**config.mk**
```make
export PLATFORM = sky130hd
export DESIGN_NAME = tmb_timer
export DESIGN_NICKNAME = d
export VERILOG_FILES = /design/src/rtl/tmb_pkg.sv /design/src/rtl/tmb_timer.sv
export VERILOG_INCLUDE_DIRS = /design/src /design/src/rtl
export SDC_FILE = /design/constraint.sdc
export NUM_CORES = 1
export LEC_CHECK = 0
export BUFFER_PORTS_ARGS = -buffer_cell sky130_fd_sc_hd__buf_4
export CORE_ASPECT_RATIO = 0.5
export CORE_MARGIN = 2
export CORE_UTILIZATION = 45
export DETAILED_ROUTE_END_ITERATION = 8
export HOLD_SLACK_MARGIN = 0.1
export PLACE_DENSITY = 0.76
export SYNTH_ARGS = -nofsm -noshare
export SYNTH_HDL_FRONTEND = slang
export SYNTH_SLANG_ARGS = --single-unit
```
**constraint.sdc**
```tcl
create_clock -name aclk -period 4.85 [get_ports aclk]
set_clock_uncertainty 0.05 [all_clocks]
set_input_delay 0.7275 -clock aclk [delete_from_list [all_inputs] [get_ports aclk]]
set_output_delay 0.7275 -clock aclk [all_outputs]
set_load 0.005 [all_outputs]
```
**src/rtl/tmb_defs.svh**
```systemverilog
// register offsets, field positions, reset values and divider counts of the timer control block
// assumes a 32-bit AXI4-Lite slave with one aligned word per register
`ifndef TMB_DEFS_SVH
`define TMB_DEFS_SVH

// register byte offsets
`define TMB_CTRL_OFS 8'h00
`define TMB_COUNT_OFS 8'h04
`define TMB_STATUS_OFS 8'h08

// control field positions
`define TMB_RUN_BIT 15
`define TMB_IDLE_BIT 13
`define TMB_GATE_BIT 6
`define TMB_PS_HI 5
`define TMB_PS_LO 4
`define TMB_SRC_BIT 1

// writable bits of control, everything else reads zero
`define TMB_CTRL_MASK 16'ha072
`define TMB_CTRL_RESET 16'h0000
`define TMB_COUNT_RESET 16'h0000

// prescaler terminal counts (divide ratio minus one)
`define TMB_TERM_DIV1 8'h00
`define TMB_TERM_DIV8 8'h07
`define TMB_TERM_DIV64 8'h3f
`define TMB_TERM_DIV256 8'hff

// axi responses
`define TMB_RESP_OKAY 2'b00
`define TMB_RESP_SLVERR 2'b10

`endif

```
**src/rtl/tmb_pkg.sv**
```systemverilog
// types of the timer control block: prescale choice and control fields
// assumes tmb_defs.svh supplies the numeric constants
package tmb_pkg;

    // prescale field encodings
    typedef enum logic [1:0] {
        TMB_PS_1 = 2'b00,
        TMB_PS_8 = 2'b01,
        TMB_PS_64 = 2'b10,
        TMB_PS_256 = 2'b11
    } tmb_prescale_t;

    // decoded control register fields
    typedef struct packed {
        logic timer_run_enable;
        logic idle_stop_select;
        logic gate_accumulate_enable;
        tmb_prescale_t input_prescale_select;
        logic clock_source_select;
    } tmb_ctrl_t;

    // status seen by software
    typedef struct packed {
        logic counting;
        logic pin_level;
        logic idle_mode;
        logic pair_wide_mode;
    } tmb_status_t;

endpackage

```
**src/rtl/tmb_timer.sv**
```systemverilog
// 16-bit timer with gate, prescale and clock source control behind an AXI4-Lite slave
// assumes one clock aclk, synchronous active-low reset, pin inputs asynchronous
//
// Overview of operation
// RULE1: external source selected makes gate bit irrelevant
// RULE2: internal source: gate bit enables gated accumulation
// RULE3: prescale 00/01/10/11 divides by 1/8/64/256
// RULE4: software clears idle-stop for idle in pair mode
// RULE5: pair mode ignores run, gate, prescale, source
// RULE6: source 1 counts pin rises, 0 instruction clock
// RULE7: idle-stop set halts counting while idle
`timescale 1ns/10ps
`include "tmb_defs.svh"

module tmb_timer (
    input wire logic aclk,
    input wire logic aresetn,
    input wire logic [7:0] s_axi_awaddr,
    input wire logic s_axi_awvalid,
    output logic s_axi_awready,
    input wire logic [31:0] s_axi_wdata,
    input wire logic [3:0] s_axi_wstrb,
    input wire logic s_axi_wvalid,
    output logic s_axi_wready,
    output logic [1:0] s_axi_bresp,
    output logic s_axi_bvalid,
    input wire logic s_axi_bready,
    input wire logic [7:0] s_axi_araddr,
    input wire logic s_axi_arvalid,
    output logic s_axi_arready,
    output logic [31:0] s_axi_rdata,
    output logic [1:0] s_axi_rresp,
    output logic s_axi_rvalid,
    input wire logic s_axi_rready,
    input wire logic external_count_pin,
    input wire logic pair_wide_mode,
    input wire logic idle_mode,
    output logic [15:0] count_value,
    output logic count_tick
);
    import tmb_pkg::*;

    ////////////////////////////////////////////////////////////////////////////
    // write channel: address and data taken in either order
    logic aw_held_r;
    logic w_held_r;
    logic [7:0] aw_addr_r;
    logic [31:0] w_data_r;
    logic [3:0] w_strb_r;
    logic bvalid_r;
    logic [1:0] bresp_r;

    wire aw_take = s_axi_awvalid & s_axi_awready;
    wire w_take = s_axi_wvalid & s_axi_wready;
    wire aw_have = aw_held_r | aw_take;
    wire w_have = w_held_r | w_take;
    wire [7:0] wr_addr = aw_held_r ? aw_addr_r : s_axi_awaddr;
    wire [31:0] wr_data = w_held_r ? w_data_r : s_axi_wdata;
    wire [3:0] wr_strb = w_held_r ? w_strb_r : s_axi_wstrb;
    wire wr_fire = aw_have & w_have & ~bvalid_r;
    wire wr_ctrl = wr_fire & (wr_addr == `TMB_CTRL_OFS);
    wire wr_count = wr_fire & (wr_addr == `TMB_COUNT_OFS);
    wire wr_known = wr_ctrl | wr_count | (wr_addr == `TMB_STATUS_OFS);

    // byte lanes 0 and 1 merge into the 16-bit registers
    wire [15:0] lane_mask = {{8{wr_strb[1]}}, {8{wr_strb[0]}}};

    // hold each channel after acceptance until the response goes out
    always_ff @(posedge aclk) begin
        if (!aresetn) begin
            aw_held_r <= 1'b0;
            w_held_r <= 1'b0;
            aw_addr_r <= 8'h00;
            w_data_r <= 32'h0000_0000;
            w_strb_r <= 4'h0;
        end else begin
            aw_held_r <= aw_have & ~wr_fire;
            w_held_r <= w_have & ~wr_fire;
            if (aw_take) aw_addr_r <= s_axi_awaddr;
            if (w_take) begin
                w_data_r <= s_axi_wdata;
                w_strb_r <= s_axi_wstrb;
            end
        end
    end

    // write response; unmapped addresses answer slverr
    always_ff @(posedge aclk) begin
        if (!aresetn) begin
            bvalid_r <= 1'b0;
            bresp_r <= `TMB_RESP_OKAY;
        end else if (wr_fire) begin
            bvalid_r <= 1'b1;
            bresp_r <= wr_known ? `TMB_RESP_OKAY : `TMB_RESP_SLVERR;
        end else if (s_axi_bready) begin
            bvalid_r <= 1'b0;
        end
    end

    // each ready drops while its own channel is held or a response is pending
    always_ff @(posedge aclk) begin
        if (!aresetn) begin
            s_axi_awready <= 1'b0;
            s_axi_wready <= 1'b0;
        end else begin
            s_axi_awready <= ~(aw_have & ~wr_fire) & ~(wr_fire | bvalid_r);
            s_axi_wready <= ~(w_have & ~wr_fire) & ~(wr_fire | bvalid_r);
        end
    end

    assign s_axi_bvalid = bvalid_r;
    assign s_axi_bresp = bresp_r;

    ////////////////////////////////////////////////////////////////////////////
    // control register
    logic [15:0] ctrl_r;
    wire [15:0] ctrl_nxt = (ctrl_r & ~lane_mask) | (wr_data[15:0] & lane_mask & `TMB_CTRL_MASK);
    tmb_ctrl_t ctrl;

    assign ctrl.timer_run_enable = ctrl_r[`TMB_RUN_BIT];
    assign ctrl.idle_stop_select = ctrl_r[`TMB_IDLE_BIT];
    assign ctrl.gate_accumulate_enable = ctrl_r[`TMB_GATE_BIT];
    assign ctrl.input_prescale_select = tmb_prescale_t'(ctrl_r[`TMB_PS_HI:`TMB_PS_LO]);
    assign ctrl.clock_source_select = ctrl_r[`TMB_SRC_BIT];

    // software view keeps fields even while pair mode overrides them
    always_ff @(posedge aclk) begin
        if (!aresetn) ctrl_r <= `TMB_CTRL_RESET;
        else if (wr_ctrl) ctrl_r <= ctrl_nxt;
    end

    ////////////////////////////////////////////////////////////////////////////
    // pin synchroniser; only the second and third stages feed logic
    logic pin_s1_r;
    logic pin_s2_r;
    logic pin_s3_r;

    always_ff @(posedge aclk) begin
        if (!aresetn) begin
            pin_s1_r <= 1'b0;
            pin_s2_r <= 1'b0;
            pin_s3_r <= 1'b0;
        end else begin
            pin_s1_r <= external_count_pin;
            pin_s2_r <= pin_s1_r;
            pin_s3_r <= pin_s2_r;
        end
    end

    ////////////////////////////////////////////////////////////////////////////
    // tick source selection
    wire pin_rise = pin_s2_r & ~pin_s3_r;
    wire idle_halt = idle_mode & ctrl.idle_stop_select; // [RULE7]
    // pair mode: the partner owns the counter, local fields have no effect
    wire local_run = ctrl.timer_run_enable & ~pair_wide_mode; // [RULE5]
    // gate only consulted on the internal source; pin acts as the gate there
    wire gate_block = ~ctrl.clock_source_select & ctrl.gate_accumulate_enable & ~pin_s2_r; // [RULE1] [RULE2]
    // internal source is one instruction clock per aclk cycle
    wire src_tick = ctrl.clock_source_select ? pin_rise : 1'b1; // [RULE6]
    wire counting = local_run & ~idle_halt & ~gate_block;
    wire raw_tick = counting & src_tick;

    ////////////////////////////////////////////////////////////////////////////
    // prescaler
    logic [7:0] ps_cnt_r;
    logic [7:0] ps_term;

    always_comb begin
        case (ctrl.input_prescale_select) // [RULE3]
            TMB_PS_1: ps_term = `TMB_TERM_DIV1;
            TMB_PS_8: ps_term = `TMB_TERM_DIV8;
            TMB_PS_64: ps_term = `TMB_TERM_DIV64;
            TMB_PS_256: ps_term = `TMB_TERM_DIV256;
            default: ps_term = `TMB_TERM_DIV1;
        endcase
    end

    wire ps_wrap = raw_tick & (ps_cnt_r >= ps_term);

    // control or count writes restart the prescaler so a new ratio starts clean
    always_ff @(posedge aclk) begin
        if (!aresetn) ps_cnt_r <= 8'h00;
        else if (wr_ctrl | wr_count | ~local_run) ps_cnt_r <= 8'h00;
        else if (ps_wrap) ps_cnt_r <= 8'h00;
        else if (raw_tick) ps_cnt_r <= ps_cnt_r + 8'h01;
    end

    ////////////////////////////////////////////////////////////////////////////
    // counter; a bus write wins over a tick in the same cycle
    logic [15:0] count_r;

    always_ff @(posedge aclk) begin
        if (!aresetn) begin
            count_r <= `TMB_COUNT_RESET;
            count_tick <= 1'b0;
        end else begin
            count_tick <= ps_wrap & ~wr_count;
            if (wr_count) count_r <= (count_r & ~lane_mask) | (wr_data[15:0] & lane_mask);
            else if (ps_wrap) count_r <= count_r + 16'h0001;
        end
    end

    assign count_value = count_r;

    ////////////////////////////////////////////////////////////////////////////
    // read channel: one outstanding read, answer one cycle after acceptance
    tmb_status_t status;
    logic [31:0] rd_word;

    assign status.counting = counting;
    assign status.pin_level = pin_s2_r;
    assign status.idle_mode = idle_mode;
    assign status.pair_wide_mode = pair_wide_mode;

    wire ar_take = s_axi_arvalid & s_axi_arready;
    wire rd_known = (s_axi_araddr == `TMB_CTRL_OFS) | (s_axi_araddr == `TMB_COUNT_OFS)
                  | (s_axi_araddr == `TMB_STATUS_OFS);

    always_comb begin
        rd_word = 32'h0000_0000;
        if (s_axi_araddr == `TMB_CTRL_OFS) rd_word = {16'h0000, ctrl_r};
        if (s_axi_araddr == `TMB_COUNT_OFS) rd_word = {16'h0000, count_r};
        if (s_axi_araddr == `TMB_STATUS_OFS) rd_word = {28'h0000000, status};
    end

    // data and response stay put until rready
    always_ff @(posedge aclk) begin
        if (!aresetn) begin
            s_axi_arready <= 1'b0;
            s_axi_rvalid <= 1'b0;
            s_axi_rdata <= 32'h0000_0000;
            s_axi_rresp <= `TMB_RESP_OKAY;
        end else begin
            s_axi_arready <= ~ar_take & ~s_axi_rvalid;
            if (ar_take) begin
                s_axi_rvalid <= 1'b1;
                s_axi_rdata <= rd_word;
                s_axi_rresp <= rd_known ? `TMB_RESP_OKAY : `TMB_RESP_SLVERR;
            end else if (s_axi_rready) begin
                s_axi_rvalid <= 1'b0;
            end
        end
    end

endmodule

```
* Yosys cells after proc, flatten, opt, wreduce, memory -nomap -nowiden
Cells that the tools add are included.
Storage, ports and cells: register bits after elaboration 113, latch bits 0, bits in writable memories 0, bits in read-only memories 0, bits of input ports 62, output and inout bits 58, word-level logic and storage cells 105, memories 0
Cells by class: add/sub/neg operators 2, multipliers 0, div/mod/pow operators 0, order comparisons 1, equality and inequality tests 7, shift-type cells 0, multiplexer cells 16, bitwise gates (word level) 52, reduce and logical (&&, ||, !) cells 7
Operators with widths (number):
- $mux 16 | 4
- $mux 32 | 2
- $and 16x16->16 | 3
- $or 16x16->16 | 2
- $pmux 8 s4 | 1
- $and 1x1->1 | 22
- $add 16x1->16 const B | 1
- $eq 8x3->1 const B | 2
- $eq 8x4->1 const B | 2
- $logic_not 8->1 | 2
- $not 1->1 | 16
- $not 16->16 | 1
- $add 8x1->8 const B | 1
- $ge 8x8->1 | 1
- $mux 8 | 1
- $or 1x1->1 | 8
- $mux 2 | 3
- $reduce_bool 2->1 | 3
- $mux 1 | 5
- $eq 2x2->1 const B | 2
- $reduce_or 3->1 | 1
- $eq 2x1->1 const B | 1
- $logic_not 2->1 | 1

* Logic depth before layout (Yosys ltp)
depth after elaboration 9, depth in mapped cells 9, gate-level depth less buffers 9

* Worst setup path after synthesis
No wires, ideal clock.
path kind register to register, start point register (tool-made name), end point register (tool-made name), library setup time 0.120 ns, data arrival time 2.241 ns, required time 4.680 ns, path slack 2.439 ns, stages on the path, launching flop included 9, path buffers 0, clock period less this slack 2.411 ns, cells stage by stage dfxtp_1 or2_2 ha_1 nand2b_1 a2111oi_2 o31ai_2 nand3_2 o211a_1 o31a_1

==> impl_metrics.tcl <==
set metrics [dict create \
    cp.arrival_ns 2.92 \
    min_to "pin_s2_r" \
    crit_path_end_kind "flip-flop" \
    hold_slack_ns 0.384 \
    finalHoldViolCount 0 \
    diodes 0 \
    dp_hpwl_um 8230 \
    drc 0 \
    area_delta_synth_final_pct 20.8 \
    clock_sinks 95 \
    cts_tree "built" \
    post_cts_resized 0 \
    synth_top_flop_cell "dfxtp_1" \
    rsz0062_at_grt "no" \
    syn-cell-area_sq_um 4550 \
    slew-limit-headroom_pct 51.7 \
    place.gp.congestion 0.803 \
    vdd_drop_max_uv 173 \
    viasPerCell 5.43 \
    hp-start "pin_s1_r" \
    rrSetupSlack_ns 2.12 \
    initial_utilization_pct 47.2 \
    num_rows 25 \
    ant_nets 0 \
    fillers 878 \
    drive_gt1_share_pct 22.1 \
    die_area_sq_um 11000 \
    post-route-min-period_ns 2.73 \
    synth_edf_count 0 \
    ctsHoldBuffers 0 \
    syn_inst 522 \
    grt_pass1_wl_um 17800 \
    setup_viol 0 \
    core-area_sq_um 9630 \
    h-tree-depth 3 \
    setup_tns_ns 0 \
    clock_path_buffers 2 \
    grt_pass1_vias 3623 \
    clk_latency_ns 0.35 \
    ys_ff_latch 95 \
    drt_iter0_markers 199 \
    routedWlPerCell_um 15.1 \
    hold_path_class "flip-flop to flip-flop" \
    ys_seq_area_share_pct 41.8 \
    min_delay_path_depth 1 \
    root_buffer "clkbuf_16" \
    track_usage_pct 20.7 \
    vias 4017 \
    start_kind "flip-flop" \
    period_share_pct 56.2 \
    multi_input_area_sq_um 2430 \
    portBuffers 83 \
    status "completed" \
    ys_types 68 \
    drv_slew 0 \
    grt_start_max_net_pins 52 \
    io_pins 120 \
    fp.dieH_um 75.1 \
    fmax_ghz 0.367 \
    cp_max_fo 10 \
    worstSetupPathType "flip-flop to flip-flop" \
    gr-total-overflow 0 \
    register_area_sq_um 1900 \
    postCtsSetupBuffers 0 \
    fin_nets 672 \
    async_reset_ff_share_pct 0 \
    drtPass1Iterations 5 \
    worst_slew_pin_slew_ns 0.724 \
    final_common_cell "dfxtp_1" \
    fp.dieW_um 146 \
    ff2ff_path_depth 8 \
    cp_data_required_time_ns 5.04 \
    cts_buffers 9 \
    path_clk_slew_ns 0.07 \
    maxCapViolCount 0 \
    power.leakage_nw 2.06 \
    antenna_found_initial 0 \
    final_cell_mix "95 x dfxtp_1, 89 x buf_4, 86 x nand2_1, 44 x a21oi_1, 35 x nor2_1" \
    powerDensity_nw_per_um2 298 \
    syn_area_per_cell_sq_um 8.72 \
    wirelength_um 11200 \
    yosys_warnings 0 \
]
-- synth_stat cells (3+ instances only) --
cell       n  area [sq um]
o211ai_1   6          45.0
nor3_1    12          60.1
o21ai_0   25           125
o21a_1     3          22.5
mux2_2     8          90.1
nand4_1    6          37.5
a311oi_1   4          35.0
and2_1    20           125
buf_4     20           150
nand3_1   10          50.1
a21oi_1   44           220
xor2_1     4          35.0
and3_1     8          50.1
a22oi_1   13          97.6
a211oi_1   7          52.6
nor2_1    35           131
dfxtp_1   95          1900
ha_1      10           125
nor2b_1    3          18.8
clkbuf_1  13          48.8
nand2b_1   9          56.3
inv_1      9          33.8
mux2i_1   12           120
o311ai_0   4          35.0
o32a_1     4          40.0
nand2_1   86           323
-- metrics by stage --
step | instances | utilization [%] | setup slack, ns | total power, mW | instance area (sq um)
5_1_grt | 740 | 57.1 | 1.98 | 1.70 | 5500
6_report | 740 | 57.1 | 2.12 | 1.64 | 5500
3_5_place_dp | 724 | 54.1 | 2.07 | 0.974 | 5210
3_3_place_gp | 724 | 54.1 | 2.09 | 0.971 | 5210
4_1_cts | 740 | 57.1 | 2.13 | 1.65 | 5500
2_1_floorplan | 539 | - | 2.44 | 0.923 | 4610
-- worst max path at each step --
stage | start | to | slack (ns) | cells after the start
after floorplan | flip-flop | flip-flop | 2.44 | 8
after global placement | pair_wide_mode | flip-flop | 2.09 | 6
after detailed placement | pair_wide_mode | flip-flop | 2.07 | 6
after CTS | flip-flop | flip-flop | 2.13 | 9
after global routing | flip-flop | flip-flop | 1.98 | 9
final | flip-flop | flip-flop | 2.12 | 8
-- per-layer routing --
metal  global-route usage (%)  wire, um  vias to the layer above
met2                     34.2      5020                      122
met1                     27.0      5330                     1898
met4                     6.69       121                        0
met3                     5.58       710                       14
li1                         -         -                     1983
met5                        0         0                        -
-- logic make-up after synthesis --
group | after synthesis | synth area share (%)
adder cells (fa/ha/maj) | 10 | 2.75
buffers and inverters | 50 | 6.19
multiplexers | 21 | 4.95
AND/OR/NAND/NOR | 208 | 23.3
AO/OA/AOI/OAI | 132 | 20.0
other | 1 | 0.0824
flip-flops | 95 | 41.8
XOR/XNOR | 5 | 0.962
-- area by class of cell --
type,count,share of cell area [%]
Timing Repair Buffer,89,12.2
Sequential cell,95,34.6
Clock inverter,7,1.11
Multi-Input combinational cell,394,44.2
Tap cell,135,3.07
Clock buffer,9,4.10
Inverter,11,0.774
-- critical path, stage by stage, from the launching register on --
cell,delay [ns]
dfxtp_1,0.34
or2_2,0.32
ha_1,0.27
nand2b_1,0.11
a2111oi_2,0.08
o31ai_2,0.57
nand3_2,0.29
o211a_1,0.31
o31a_1,0.28
-- where the power goes --
group	switching (mW)	internal, mW
Combinational	0.0820	0.0634
Sequential	0.0132	0.799
Clock	0.322	0.359
Power figures use the tool's default switching activity.
